File: config.mk
export PLATFORM = sky130hd
export DESIGN_NAME = mcuio_ports
export DESIGN_NICKNAME = d
export VERILOG_FILES = /design/src/mcuio_pkg.sv /design/src/mcuio_qbit_if.sv /design/src/mcuio_ports.sv /design/src/mcuio_quasi.sv /design/src/mcuio_sync.sv
export SDC_FILE = /design/constraint.sdc
export NUM_CORES = 1
export LEC_CHECK = 0
export ABC_CLOCK_PERIOD_IN_PS = 1900
export BUFFER_PORTS_ARGS = -buffer_cell sky130_fd_sc_hd__buf_4
export CORE_ASPECT_RATIO = 1.25
export CORE_MARGIN = 3
export CORE_UTILIZATION = 45
export DETAILED_ROUTE_END_ITERATION = 12
export GPL_TIMING_DRIVEN = 1
export PLACE_DENSITY = 0.86
export SKIP_LAST_GASP = 1
export SLEW_MARGIN = 15
export SYNTH_ARGS = -nofsm -noshare
export SYNTH_HDL_FRONTEND = slang
export SYNTH_HIERARCHICAL = 1
export SYNTH_SLANG_ARGS = --single-unit
export TNS_END_PERCENT = 1
File: constraint.sdc
create_clock -name clk_sys -period 1.9 [get_ports clk_sys]
set_input_delay 0.38 -clock clk_sys [delete_from_list [all_inputs] [get_ports clk_sys]]
set_output_delay 0.38 -clock clk_sys [all_outputs]
set_load 0.1 [all_outputs]
File: src/mcuio_pkg.sv
`default_nettype none
package mcuio_pkg;

  // ==========================================================
  // widths
  typedef logic [7:0]  mcuio_byte_t;
  typedef logic [31:0] mcuio_word_t;

  // ==========================================================
  // register byte offsets
  localparam logic [7:0] MCUIO_OFS_P0_LATCH = 8'h00;
  localparam logic [7:0] MCUIO_OFS_P1_LATCH = 8'h04;
  localparam logic [7:0] MCUIO_OFS_P0_PIN   = 8'h08;
  localparam logic [7:0] MCUIO_OFS_P1_PIN   = 8'h0C;
  localparam logic [7:0] MCUIO_OFS_STATUS   = 8'h10;
  localparam logic [7:0] MCUIO_OFS_IO_CTRL  = 8'hF8;

  // ==========================================================
  // io_control fields
  localparam int unsigned MCUIO_BIT_PD_FLOAT   = 0;
  localparam int unsigned MCUIO_BIT_P1_HIGHZ   = 1;
  localparam int unsigned MCUIO_BIT_PU_DISABLE = 4;

  // status fields
  localparam int unsigned MCUIO_BIT_ST_EXT   = 0;
  localparam int unsigned MCUIO_BIT_ST_FLOAT = 1;
  localparam int unsigned MCUIO_BIT_ST_PD    = 2;

  // ==========================================================
  // reset values
  localparam mcuio_byte_t MCUIO_RST_LATCH   = 8'hFF;
  localparam mcuio_byte_t MCUIO_RST_IO_CTRL = 8'h00;
  localparam mcuio_byte_t MCUIO_ALL_ONES    = 8'hFF;
  localparam mcuio_byte_t MCUIO_ALL_ZERO    = 8'h00;

  // ==========================================================
  // timing: accelerator length in oscillator periods
  localparam int unsigned MCUIO_ACCEL_PERIODS = 2;
  localparam int unsigned MCUIO_CLK_PER_OSC   = 1;
  localparam logic [1:0]  MCUIO_ACCEL_CYCLES  = 2'(MCUIO_ACCEL_PERIODS * MCUIO_CLK_PER_OSC);

endpackage : mcuio_pkg
`default_nettype wire

File: src/mcuio_qbit_if.sv
`timescale 1ns/1ps
`default_nettype none
interface mcuio_qbit_if;
  logic [7:0] latch;
  logic [7:0] pin_s;
  logic       highz;
  logic       pd_float;
  logic       pu_dis;
  logic [7:0] drv_o;
  logic [7:0] drv_oe;
  logic [7:0] pu_weak;
  logic [7:0] pu_strong;
  logic [7:0] accel;

  modport ctl (output latch, pin_s, highz, pd_float, pu_dis,
               input  drv_o, drv_oe, pu_weak, pu_strong, accel);
  modport drv (input  latch, pin_s, highz, pd_float, pu_dis,
               output drv_o, drv_oe, pu_weak, pu_strong, accel);
endinterface : mcuio_qbit_if
`default_nettype wire

File: src/mcuio_ports.sv
`timescale 1ns/1ps
`default_nettype none
// Summary of operation
// - internal mode, bus port output is open drain, pulls low only.
// - external memory cycles drive address and write data push-pull.
// - bus port goes tri-state while external read data is taken in.
// - reset and every external access load ones into the bus port latch.
// - bus port is general port, low address and data; pin n is bit n.
// - quasi port pin with latch one has an internal pull-up.
// - quasi port output drives both low and high levels.
// - latch zero-to-one change gives a strong high drive for two periods.
// - a written latch value holds and drives until the next write.
// - strong pull-up off while pin reads low, back on when high.
// - port-one high-impedance bit removes all port-one drivers and pull-ups.
// - port-one bit 0 feeds timer two clock, bit 1 its capture input.
// - float bit set at power down entry floats all outputs during it.
// - pull-up reduction bit removes the strong pull-ups.
module mcuio_ports
  import mcuio_pkg::*;
(
  // clock and reset
  input  wire logic        clk_sys,
  input  wire logic        rstn,
  // wishbone slave
  input  wire logic        wb_cyc_i,
  input  wire logic        wb_stb_i,
  input  wire logic        wb_we_i,
  input  wire logic [7:0]  wb_adr_i,
  input  wire logic [3:0]  wb_sel_i,
  input  wire logic [31:0] wb_dat_i,
  output var  logic [31:0] wb_dat_o,
  output var  logic        wb_ack_o,
  // cpu side of external memory cycles
  input  wire logic        ext_rom_mode,
  input  wire logic        mem_addr_phase,
  input  wire logic        mem_write_phase,
  input  wire logic        mem_read_phase,
  input  wire logic [7:0]  mem_addr_lo,
  input  wire logic [7:0]  mem_wdata,
  output var  logic [7:0]  mem_rdata,
  // power down
  input  wire logic        power_down,
  // timer two alternate inputs
  output var  logic        timer_two_clock_input,
  output var  logic        timer_two_capture_reload_input,
  // bus port zero pins
  input  wire logic [7:0]  bus_port_zero_i,
  output var  logic [7:0]  bus_port_zero_o,
  output var  logic [7:0]  bus_port_zero_oe,
  // quasi port one pins
  input  wire logic [7:0]  quasi_port_one_i,
  output var  logic [7:0]  quasi_port_one_o,
  output var  logic [7:0]  quasi_port_one_oe,
  output var  logic [7:0]  quasi_port_one_pu_weak,
  output var  logic [7:0]  quasi_port_one_pu_strong
);

  typedef struct packed {
    logic        ack;
    mcuio_word_t rdat;
    mcuio_byte_t p0_lat;
    mcuio_byte_t p1_lat;
    mcuio_byte_t io_control;
    logic        pd_prev;
    logic        pd_float;
    mcuio_byte_t rdata;
  } mcuio_state_t;

  mcuio_state_t st_q;
  mcuio_state_t st_d;

  mcuio_qbit_if qb ();

  logic [15:0] pin_s;
  mcuio_byte_t p0_s;
  mcuio_byte_t p1_s;
  logic        req;
  logic        wr_take;
  logic        mem_access;
  logic        p1_wr;

  // ==========================================================
  // read mux, shared by the bus answer and nothing else for now
  function automatic mcuio_word_t rd_mux(input logic [7:0] adr, input mcuio_state_t s,
                                         input mcuio_byte_t ps0, input mcuio_byte_t ps1,
                                         input logic ext, input logic pd);
    mcuio_word_t r;
    r = '0;
    case (adr)
      MCUIO_OFS_P0_LATCH: r[7:0] = s.p0_lat;
      MCUIO_OFS_P1_LATCH: r[7:0] = s.p1_lat;
      MCUIO_OFS_P0_PIN:   r[7:0] = ps0;
      MCUIO_OFS_P1_PIN:   r[7:0] = ps1;
      MCUIO_OFS_STATUS: begin
        r[MCUIO_BIT_ST_EXT]   = ext;
        r[MCUIO_BIT_ST_FLOAT] = s.pd_float;
        r[MCUIO_BIT_ST_PD]    = pd;
      end
      MCUIO_OFS_IO_CTRL:  r[7:0] = s.io_control;
      default:            r = '0;
    endcase
    return r;
  endfunction

  // ==========================================================
  // input synchronizers
  mcuio_sync u_sync (
    .clk_sys (clk_sys),
    .rstn    (rstn),
    .d       ({quasi_port_one_i, bus_port_zero_i}),
    .q       (pin_s)
  );

  assign p0_s = pin_s[7:0];
  assign p1_s = pin_s[15:8];

  // ==========================================================
  // bus handshake: ack one cycle after the request, write at the ack edge
  assign req        = wb_cyc_i & wb_stb_i;
  assign wr_take    = req & wb_we_i & st_q.ack & wb_sel_i[0];
  assign mem_access = mem_addr_phase | mem_write_phase | mem_read_phase;
  assign p1_wr      = wr_take & (wb_adr_i == MCUIO_OFS_P1_LATCH);

  // ==========================================================
  // state update
  always_comb begin
    st_d     = st_q;
    st_d.ack = req & ~st_q.ack;
    if (req & ~st_q.ack) begin
      st_d.rdat = rd_mux(wb_adr_i, st_q, p0_s, p1_s, ext_rom_mode, power_down);
    end
    if (wr_take) begin
      case (wb_adr_i)
        MCUIO_OFS_P0_LATCH: st_d.p0_lat     = wb_dat_i[7:0];
        MCUIO_OFS_P1_LATCH: st_d.p1_lat     = wb_dat_i[7:0];
        MCUIO_OFS_IO_CTRL:  st_d.io_control = wb_dat_i[7:0];
        default: begin
        end
      endcase
    end
    // an external cycle wins over a software write in the same cycle
    if (mem_access) begin
      st_d.p0_lat = MCUIO_ALL_ONES;
    end
    if (mem_read_phase) begin
      st_d.rdata = p0_s;
    end
    // float choice is frozen at entry; later writes do not change it
    st_d.pd_prev = power_down;
    if (!power_down) begin
      st_d.pd_float = 1'b0;
    end else if (!st_q.pd_prev) begin
      st_d.pd_float = st_q.io_control[MCUIO_BIT_PD_FLOAT];
    end
  end

  always_ff @(posedge clk_sys or negedge rstn) begin
    if (!rstn) begin
      st_q            <= '0;
      st_q.p0_lat     <= MCUIO_RST_LATCH;
      st_q.p1_lat     <= MCUIO_RST_LATCH;
      st_q.io_control <= MCUIO_RST_IO_CTRL;
    end else begin
      st_q <= st_d;
    end
  end

  assign wb_ack_o  = st_q.ack;
  assign wb_dat_o  = st_q.rdat;
  assign mem_rdata = st_q.rdata;

  // ==========================================================
  // bus port zero drivers
  always_comb begin
    bus_port_zero_o  = MCUIO_ALL_ZERO;
    bus_port_zero_oe = MCUIO_ALL_ZERO;
    if (st_q.pd_float) begin
      bus_port_zero_oe = MCUIO_ALL_ZERO;
    end else if (mem_read_phase) begin
      bus_port_zero_oe = MCUIO_ALL_ZERO;
    end else if (mem_addr_phase) begin
      bus_port_zero_o  = mem_addr_lo;
      bus_port_zero_oe = MCUIO_ALL_ONES;
    end else if (mem_write_phase) begin
      bus_port_zero_o  = mem_wdata;
      bus_port_zero_oe = MCUIO_ALL_ONES;
    end else begin
      // open drain: a one in the latch releases the pin
      bus_port_zero_o  = MCUIO_ALL_ZERO;
      bus_port_zero_oe = ~st_q.p0_lat;
    end
  end

  // ==========================================================
  // quasi port one
  assign qb.latch    = st_q.p1_lat;
  assign qb.pin_s    = p1_s;
  assign qb.highz    = st_q.io_control[MCUIO_BIT_P1_HIGHZ];
  assign qb.pd_float = st_q.pd_float;
  assign qb.pu_dis   = st_q.io_control[MCUIO_BIT_PU_DISABLE];

  mcuio_quasi u_quasi (
    .clk_sys (clk_sys),
    .rstn    (rstn),
    .qb      (qb.drv)
  );

  assign quasi_port_one_o         = qb.drv_o;
  assign quasi_port_one_oe        = qb.drv_oe;
  assign quasi_port_one_pu_weak   = qb.pu_weak;
  assign quasi_port_one_pu_strong = qb.pu_strong;

  // timer two sees the pin itself; a zero latch holds it low on the wire unless the port is high-impedance or floated
  assign timer_two_clock_input          = p1_s[0];
  assign timer_two_capture_reload_input = p1_s[1];

  // ==========================================================
  // checks
  AST_P0_OPEN_DRAIN: assert property (@(posedge clk_sys) disable iff (!rstn)
    (!mem_access && !st_q.pd_float) |->
    (bus_port_zero_oe == ~st_q.p0_lat) && (bus_port_zero_o == MCUIO_ALL_ZERO))
    else $error("bus port drives high in port mode");

  AST_P0_PUSH_PULL: assert property (@(posedge clk_sys) disable iff (!rstn)
    (mem_addr_phase && !mem_read_phase && !st_q.pd_float) |->
    (bus_port_zero_oe == MCUIO_ALL_ONES) && (bus_port_zero_o == mem_addr_lo))
    else $error("address not driven push-pull");

  AST_P0_WDATA: assert property (@(posedge clk_sys) disable iff (!rstn)
    (mem_write_phase && !mem_addr_phase && !mem_read_phase && !st_q.pd_float) |->
    (bus_port_zero_oe == MCUIO_ALL_ONES) && (bus_port_zero_o == mem_wdata))
    else $error("write data not on the bus port");

  AST_P0_READ_TRI: assert property (@(posedge clk_sys) disable iff (!rstn)
    mem_read_phase |-> (bus_port_zero_oe == MCUIO_ALL_ZERO))
    else $error("bus port not tri-state during a read");

  // capture is only promised while the read phase is held through the two sync stages
  AST_P0_READ_DATA: assert property (@(posedge clk_sys) disable iff (!rstn)
    mem_read_phase[*3] |=> (mem_rdata == $past(bus_port_zero_i, 3)))
    else $error("read data lost");

  AST_P0_LATCH_ONES: assert property (@(posedge clk_sys) disable iff (!rstn)
    mem_access |=> (st_q.p0_lat == MCUIO_ALL_ONES)) else $error("bus latch not set to ones");

  AST_P1_LATCH_HOLD: assert property (@(posedge clk_sys) disable iff (!rstn)
    !p1_wr |=> $stable(st_q.p1_lat)) else $error("port one latch changed without a write");

  AST_P1_LATCH_WRITE: assert property (@(posedge clk_sys) disable iff (!rstn)
    p1_wr |=> (st_q.p1_lat == $past(wb_dat_i[7:0]))) else $error("port one write lost");

  AST_PD_FLOAT: assert property (@(posedge clk_sys) disable iff (!rstn)
    ($rose(power_down) && st_q.io_control[MCUIO_BIT_PD_FLOAT]) ##1 power_down |->
    (bus_port_zero_oe == MCUIO_ALL_ZERO) && (quasi_port_one_oe == MCUIO_ALL_ZERO)
    && (quasi_port_one_pu_weak == MCUIO_ALL_ZERO)) else $error("ports not floated in power down");

  AST_P1_PULLUP: assert property (@(posedge clk_sys) disable iff (!rstn)
    (!st_q.pd_float && !qb.highz) |-> (quasi_port_one_pu_weak == st_q.p1_lat))
    else $error("pull-up does not follow the latch");

  AST_P1_DRIVE_LOW: assert property (@(posedge clk_sys) disable iff (!rstn)
    (!st_q.pd_float && !qb.highz) |-> ((quasi_port_one_oe & ~st_q.p1_lat) == ~st_q.p1_lat)
    && ((quasi_port_one_o & quasi_port_one_oe) == (st_q.p1_lat & quasi_port_one_oe)))
    else $error("quasi port does not drive its latch level");

  AST_T2_INPUTS: assert property (@(posedge clk_sys) disable iff (!rstn)
    $past(rstn) |-> ##2 (timer_two_clock_input == $past(quasi_port_one_i[0], 2))
    && (timer_two_capture_reload_input == $past(quasi_port_one_i[1], 2)))
    else $error("timer two inputs not fed from port one");

  AST_WB_ACK: assert property (@(posedge clk_sys) disable iff (!rstn)
    (req && !wb_ack_o) |=> wb_ack_o ##1 !wb_ack_o) else $error("ack not one cycle after request");

endmodule : mcuio_ports
`default_nettype wire

File: src/mcuio_quasi.sv
`timescale 1ns/1ps
`default_nettype none
module mcuio_quasi
  import mcuio_pkg::*;
(
  // clock and reset
  input  wire logic   clk_sys,
  input  wire logic   rstn,
  // port controls and drivers
  mcuio_qbit_if.drv   qb
);

  typedef struct packed {
    logic [7:0]      prev;
    logic [7:0][1:0] cnt;
  } mcuio_quasi_t;

  mcuio_quasi_t st_q;
  mcuio_quasi_t st_d;
  logic         off;

  assign off = qb.highz | qb.pd_float;

  // ==========================================================
  // accelerator counters, started only on a zero-to-one latch change
  always_comb begin
    st_d      = st_q;
    st_d.prev = qb.latch;
    for (int i = 0; i < 8; i++) begin
      if (!qb.latch[i]) begin
        st_d.cnt[i] = 2'h0;
      end else if (!st_q.prev[i]) begin
        st_d.cnt[i] = MCUIO_ACCEL_CYCLES;
      end else if (st_q.cnt[i] != 2'h0) begin
        st_d.cnt[i] = st_q.cnt[i] - 2'h1;
      end
    end
  end

  always_ff @(posedge clk_sys or negedge rstn) begin
    if (!rstn) begin
      st_q      <= '0;
      // prev starts at the latch reset value, else a false zero-to-one edge follows reset
      st_q.prev <= MCUIO_RST_LATCH;
    end else begin
      st_q <= st_d;
    end
  end

  // ==========================================================
  // per-pin drivers
  // the accelerator stays gated by off so a floated port never pulses high
  for (genvar i = 0; i < 8; i++) begin : g_bit
    assign qb.accel[i]     = (st_q.cnt[i] != 2'h0) & ~off;
    assign qb.drv_o[i]     = qb.latch[i];
    assign qb.drv_oe[i]    = ~off & (~qb.latch[i] | qb.accel[i]);
    assign qb.pu_weak[i]   = ~off & qb.latch[i];
    assign qb.pu_strong[i] = ~off & qb.latch[i] & ~qb.pu_dis & qb.pin_s[i];

    AST_ACCEL_TWO: assert property (@(posedge clk_sys) disable iff (!rstn)
      (qb.latch[i] && !st_q.prev[i] && !off) ##1 (qb.latch[i] && !off)[*3]
      |-> $past(qb.accel[i], 1) && !qb.accel[i] && $past(qb.accel[i], 2))
      else $error("accelerator length is not two cycles");
    AST_ACCEL_ONLY_HIGH: assert property (@(posedge clk_sys) disable iff (!rstn)
      !qb.latch[i] |-> !qb.accel[i]) else $error("accelerator on with latch low");
    AST_PU_LOW_PIN: assert property (@(posedge clk_sys) disable iff (!rstn)
      (qb.latch[i] && !qb.pin_s[i]) |-> !qb.pu_strong[i] && (qb.pu_weak[i] == !off))
      else $error("strong pull-up kept on a low pin");
  end

  AST_HIGHZ_ALL_OFF: assert property (@(posedge clk_sys) disable iff (!rstn)
    qb.highz |-> (qb.drv_oe == MCUIO_ALL_ZERO) && (qb.pu_weak == MCUIO_ALL_ZERO)
    && (qb.pu_strong == MCUIO_ALL_ZERO)) else $error("high impedance port still driven");
  AST_PU_DISABLE: assert property (@(posedge clk_sys) disable iff (!rstn)
    qb.pu_dis |-> (qb.pu_strong == MCUIO_ALL_ZERO)) else $error("strong pull-up not removed");

endmodule : mcuio_quasi
`default_nettype wire

File: src/mcuio_sync.sv
`timescale 1ns/1ps
`default_nettype none
module mcuio_sync
  import mcuio_pkg::*;
(
  // clock and reset
  input  wire logic        clk_sys,
  input  wire logic        rstn,
  // levels
  input  wire logic [15:0] d,
  output var  logic [15:0] q
);

  typedef struct packed {
    logic [15:0] s1;
    logic [15:0] s2;
  } mcuio_sync_t;

  mcuio_sync_t st_q;
  mcuio_sync_t st_d;

  // ==========================================================
  // two stages; first stage is read by the second only
  always_comb begin
    st_d    = st_q;
    st_d.s1 = d;
    st_d.s2 = st_q.s1;
  end

  always_ff @(posedge clk_sys or negedge rstn) begin
    if (!rstn) begin
      st_q <= '0;
    end else begin
      st_q <= st_d;
    end
  end

  assign q = st_q.s2;

  AST_SYNC_DELAY: assert property (@(posedge clk_sys) disable iff (!rstn)
    $past(rstn) |-> ##2 (q == $past(d, 2))) else $error("synchronizer delay is not two cycles");

endmodule : mcuio_sync
`default_nettype wire
==> flow_metrics.env, run 1 <==
export IMPL_drive_gt1_frac=0.503
export IMPL_gr_total_overflow=0
export IMPL_dp_cells=632
export IMPL_vias=3417
export IMPL_antenna_found_initial=0
export IMPL_wl_um=11800
export IMPL_track_usage=0.203
export IMPL_cp_slowest_cell="dfrtp_2"
export IMPL_setup_tns_ns=-2.62
export IMPL_startpoint_type="register"
export IMPL_nets=610
export IMPL_rsz0062_at_grt="yes"
export IMPL_worstReg2RegEnd="qb.latch[2]"
export IMPL_r2r_cells=5
export IMPL_layout_cells_non_filler=650
export IMPL_area_growth_pct=33.4
export IMPL_worst_pin_slew_ns=0.935
export IMPL_slew_headroom=0.376
export IMPL_required_ns=1.52
export IMPL_clockBufferDepth=2
export IMPL_r2r_start="wb_ack_o"
export IMPL_ys_warn_count=6
export IMPL_timing_final_crit_share=1.07
export IMPL_final_hold_viol_count=0
export IMPL_cpPeakStageDelay_ns=0.46
export IMPL_crit_chain="or2_4, nor2_8, and3_4, buf_12"
export IMPL_n_antenna_cell=0
export IMPL_drtPass1Iterations=4
export IMPL_numCtsBuffers=9
export IMPL_syn_inst=401
export IMPL_wl_per_cell_um=18.1
export IMPL_ant_nets=0
export IMPL_synth_area_per_cell_um2=11.8
export IMPL_fp_dieH_um=120
export IMPL_irDropWorstVdd_v=0.000568
export IMPL_setup_ws_ns=-0.126
export IMPL_power_density_nw_per_um2=771
export IMPL_power_mw=4.85
export IMPL_reg2reg_slack_ns=0.21
export IMPL_setup_viol_count_final=34
export IMPL_fmax_mhz=494
export IMPL_io_pins=177
export IMPL_path_clk_slew_ns=0.06
export IMPL_die_area_um2=11800
export IMPL_arrival_ns=1.65
export IMPL_outcome="finished with violations"
export IMPL_port_buffer_count=125
export IMPL_clock_latency_ns=0.34
export IMPL_syn_area_um2=4720
export IMPL_worstPathMaxFanout=7
export IMPL_cts_tree="built"
export IMPL_die_w_um=97.6
export IMPL_drv_cap=0
export IMPL_numClockSinks=99
export IMPL_violations="setup timing"
export IMPL_grt_max_degree=36
export IMPL_drt_iter0_markers=210
export IMPL_gp_congestion=0.848
export IMPL_rows=41
export IMPL_end_kind="output pin"
export IMPL_crit_type="reg -> out"
export IMPL_min_path_type="in -> async"
export IMPL_initial_core_util=0.464
export IMPL_core_area_um2=10200
export IMPL_grt_pass1_wl_um=18500
export IMPL_ctsHoldBuffers=0
export IMPL_htree_levels=3
export IMPL_vias_per_cell=5.26
export IMPL_drc=0
export IMPL_grt_pass1_vias=3485
export IMPL_p_leak_nw=2.86
export IMPL_hpwl_um=9160
export IMPL_finClkSkew_ns=0.00710
export IMPL_finalCriticalPeriod_ns=2.03
export IMPL_finalMaxSlewViolations=0
export IMPL_cts_root_buf="clkbuf_16"
[cell usage in the layout, fill, tap and decap left out, drive strengths merged, types with 2 or more instances in the layout]
| master | n |
|---|---|
| clkbuf | 11 |
| mux2i | 9 |
| and4 | 3 |
| nor2b | 2 |
| nand2 | 5 |
| xnor2 | 8 |
| and2 | 9 |
| nand3b | 10 |
| dfstp | 24 |
| or2 | 5 |
| and3 | 15 |
| ha | 8 |
| inv | 18 |
| mux2 | 30 |
| clkinv | 3 |
| nand3 | 13 |
| conb | 24 |
| buf | 143 |
| dfrtp | 75 |
| nor2 | 20 |
| or3 | 3 |
| a21boi | 8 |
| nor3 | 2 |
| a22oi | 18 |
| o21ai | 18 |
| o221ai | 2 |
| a21oi | 23 |
[what timing repair did]
item	in CTS	in global routing
cloned	1	0
buffers inserted	1	0
gates resized for setup	50	0
endpoints found under the setup margin	39	39
pin swaps	1	0
[layout make-up]
class	count	area, um^2
fill	795	3860
sequential	99	2510
multi-input combinational	246	2030
timing repair buffer	143	1250
clock buffer	11	233
tap	129	161
inverter	17	63.8
clock inverter	5	38.8
[metal layers]
metal,vias up,routed length (um),track usage
li1,1561,-,-
met1,1695,4510,0.245
met2,131,6390,0.368
met3,30,601,0.0381
met4,0,269,0.0597
met5,-,0,0
[registers in the layout, summed over array words and instances (netlist names), 8 cells and up]
signal / cells
u_sync/st_d: 16
u_sync/q: 16
mem_rdata: 8
u_quasi/st_q: 24
qb.latch: 8
wb_dat_o: 8
st_q: 15
[worst max-delay path by stage]
stage                          startpoint                     endpoint  slack, ns
final                         qb.pd_float  quasi_port_one_pu_strong[4]      -0.13
after global routing          qb.pd_float  quasi_port_one_pu_strong[4]      -0.17
after CTS                     qb.pd_float  quasi_port_one_pu_strong[5]      -0.13
after detailed placement  mem_write_phase          bus_port_zero_oe[4]      -0.07
after global placement    mem_write_phase          bus_port_zero_oe[3]      -0.02
after floorplan               qb.pd_float         quasi_port_one_oe[3]      -0.20
[where the power goes]
| part | internal [mW] | switching [mW] |
|---|---|---|
| Sequential | 2.17 | 0.0317 |
| Combinational | 0.234 | 0.772 |
| Clock | 0.895 | 0.749 |
[metrics by stage]
step | util | hold slack [ns] | setup WS, ns | area, um^2
final | 0.619 | 0.00821 | -0.126 | 6290
after global routing | 0.619 | 0.0265 | -0.168 | 6290
after CTS | 0.619 | 0.0201 | -0.128 | 6290
after detailed placement | 0.571 | 0.335 | -0.0746 | 5800
after global placement | 0.571 | 0.331 | -0.0237 | 5800
after floorplan | - | 0.0844 | -0.197 | 5030
[worst max-delay path: cells and delay by family (launching register included)]
kind                   cells  cell delay, ns
buffers and inverters      1            0.17
flip-flops                 1            0.46
AND/OR/NAND/NOR            3            0.68
Note: power is estimated with default switching activity, not from simulation.
==> run 2: changes to the inputs <==
Settings changed: SYNTH_HIERARCHICAL 1 to unset.
==> run 2 against run 1 <==
Effect of this change:
- the flow still finishes with violations (setup timing)
- fmax fell by 2.9%
- setup slack got worse by 0.060 ns
- sequential power barely moved
- critical path depth grew 1
- clock-buffer cell count grew 1
- first-iteration DRC count rose by 74%
- non-clock buffer count is 4 higher
- hold slack gained 0.086 ns
- critical path type unchanged
- largest cell class unchanged
==> flow_metrics.env, run 2 <==
export IMPL_outcome="finished with violations"
export IMPL_violations="setup timing"
export IMPL_cp_slowest_cell="dfrtp_2"
export IMPL_min_path_type="in -> async"
export IMPL_ys_top_cells_by_area="dfrtp_1 41%, dfstp_2 14%, buf_4 7.8%"
export IMPL_finalMaxSlewViolations=0
export IMPL_hpwl_um=8680
export IMPL_dp_slack_ns=-0.0654
export IMPL_numClockSinks=99
export IMPL_ys_warn_count=0
export IMPL_path_clk_slew_ns=0.07
export IMPL_drtPass1Iterations=4
export IMPL_slew_headroom=0.390
export IMPL_startpoint_type="register"
export IMPL_seqPwrFrac=0.435
export IMPL_gp_congestion=0.857
export IMPL_switching_share=0.313
export IMPL_synthTopCellsByCount="75 x dfrtp_1, 48 x buf_4, 32 x mux2_2"
export IMPL_n_antenna_cell=0
export IMPL_end_kind="output pin"
export IMPL_setup_tns_ns=-5.08
export IMPL_internal_power_mw=3.49
export IMPL_die_area_um2=11600
export IMPL_setup_ws_ns=-0.186
export IMPL_dp_cells=637
export IMPL_track_usage=0.208
export IMPL_cpPeakStageDelay_ns=0.46
export IMPL_synth_edf_count=0
export IMPL_irDropWorstVdd_v=0.000699
export IMPL_layout_commonest_cell="buf_4"
export IMPL_drv_cap=0
export IMPL_grt_pass1_wl_um=18900
export IMPL_largest_reg_flops=24
export IMPL_synth_cell_types=39
export IMPL_holdWs_ns=0.0944
export IMPL_layout_cells_non_filler=654
export IMPL_rows=40
export IMPL_wl_per_cell_um=18.3
export IMPL_antenna_found_initial=0
export IMPL_p_leak_nw=2.85
export IMPL_io_pins=177
export IMPL_async_flop_share=1.00
export IMPL_timing_final_crit_share=1.10
export IMPL_die_w_um=96.8
export IMPL_finalCriticalPeriod_ns=2.09
export IMPL_required_ns=1.52
export IMPL_power_frac_comb=0.206
export IMPL_ctsHoldBuffers=0
export IMPL_vias_per_cell=5.39
export IMPL_syn_inst=407
export IMPL_rsz0062_at_grt="yes"
export IMPL_drt_iter0_markers=365
export IMPL_ant_nets=0
export IMPL_arrival_ns=1.71
export IMPL_ys_flop_type="dfrtp_1"
export IMPL_crit_path_start="qb.pd_float"
export IMPL_vias=3527
export IMPL_switching_power_mw=1.59
export IMPL_ys_seq_area_frac=0.541
export IMPL_drc=0
export IMPL_crit_chain="or2_4, nor2_4, buf_6, and3_4, buf_12"
export IMPL_port_buffer_count=125
export IMPL_core_area_um2=9810
export IMPL_power_density_nw_per_um2=807
export IMPL_synth_top_cell_by_area="dfrtp_1"
export IMPL_htree_levels=3
export IMPL_nets=617
export IMPL_path_buf_inv=2
export IMPL_final_cell_mix="118 x buf_4, 73 x dfrtp_1, 32 x mux2_2"
export IMPL_crit_family="simple AND/OR/NAND/NOR gates"
export IMPL_grt_max_degree=100
export IMPL_worst_pin_slew_ns=0.913
export IMPL_synth_top_cell_area_share=0.405
export IMPL_clock_latency_ns=0.34
export IMPL_worstPathMaxFanout=8
export IMPL_r2r_start="wb_ack_o"
export IMPL_place_area_um2=5750
export IMPL_setup_viol_count_final=32
export IMPL_pwr_share_clk=0.359
export IMPL_clockBufferDepth=2
export IMPL_top_register="u_quasi.st_q"
export IMPL_yosysMostFrequentCell="dfrtp_1"
export IMPL_finClkSkew_ns=0.0110
export IMPL_numCtsBuffers=9
export IMPL_drive_gt1_frac=0.494
export IMPL_fp_dieH_um=119
export IMPL_wl_um=12000
export IMPL_synth_area_per_cell_um2=11.4
export IMPL_cts_tree="built"
export IMPL_grt_pass1_vias=3666
export IMPL_crit_type="reg -> out"
export IMPL_gr_total_overflow=0
export IMPL_fmax_mhz=479
export IMPL_fin_area_um2=6300
export IMPL_ys_ff_latch=99
export IMPL_area_growth_pct=35.9
export IMPL_initial_core_util=0.472
export IMPL_syn_area_um2=4630
export IMPL_cts_root_buf="clkbuf_16"
export IMPL_final_hold_viol_count=0
## run 2: changes by cell type in the layout (fill, tap and decap cells not counted), moves of 5 or more
cell	delta
mux2_2	+10
buf_6	+9
mux2_4	-8
a32oi_1	+7
nor2_1	+7
buf_4	-6
a22oi_1	-5
## run 2: cells by family (layout without fill, tap and decap cells)
kind of cell    after synthesis  after routing  share of synthesized area
fa+ha+maj                     8              8                     0.0216
flops                        99             99                      0.541
mux                          39             39                     0.0929
simple gates                 95             95                      0.117
xor+xnor                      8              8                     0.0151
buf+inv                      82            180                      0.109
other cells                   1             24                   0.000809
compound gates               75             75                      0.103
## run 2: worst paths after layout
kind / to / slack, ns / cells past startpoint
min in group clk_sys: u_sync.st_d[9] / 0.14 / 1
min: u_sync.st_d[12] / 0.09 / 2
min reg2reg: u_sync.q[13] / 0.34 / 0
max reg2reg: wb_dat_o[1] / 0.23 / 3
max: quasi_port_one_pu_strong[1] / -0.19 / 5
max in group asynchronous: u_quasi.st_q[21] / 1.41 / 2
## run 2: layer usage
layer | track usage | routed length [um] | vias to the layer above
li1 | - | - | 1581
met1 | 0.249 | 4450 | 1751
met2 | 0.347 | 6240 | 160
met3 | 0.0516 | 759 | 35
met4 | 0.104 | 509 | 0
met5 | 0 | 0 | -
## run 2: final cells by class
| type | instances | area, um^2 |
|---|---|---|
| Sequential cell | 99 | 2510 |
| Clock buffer | 12 | 246 |
| Fill cell | 724 | 3510 |
| Multi-Input combinational cell | 249 | 1940 |
| Timing Repair Buffer | 147 | 1330 |
| Tap cell | 126 | 158 |
| Inverter | 17 | 63.8 |
| Clock inverter | 4 | 51.3 |
## run 2: timing repair
| item | CTS | global route |
|---|---|---|
| endpoints found under the setup margin | 33 | 40 |
| gates resized for setup | 59 | 3 |
| buffers inserted | 1 | 0 |
| hold endpoints to repair | 0 | 0 |
| pin swaps | 4 | 2 |
## run 2: metrics by stage
step	util	power (mW)
floorplan	-	3.05
global placement	0.586	3.25
detailed placement	0.586	3.26
CTS	0.641	5.10
global route	0.642	5.25
finish	0.642	5.08
## run 2: worst register-to-register path, stage by stage, from the launching register on
cell and delay [ns]:
dfrtp_2 0.42, nand3b_1 0.41, a221oi_1 0.53, o22ai_1 0.18
## run 2: power groups by stage
stage	sequential (mW)	combinational (mW)	clock (mW)
floorplan	2.26	0.796	0
global placement	2.24	1.01	0
detailed placement	2.24	1.02	0
CTS	2.21	1.05	1.85
global route	2.21	1.08	1.95
finish	2.21	1.05	1.82
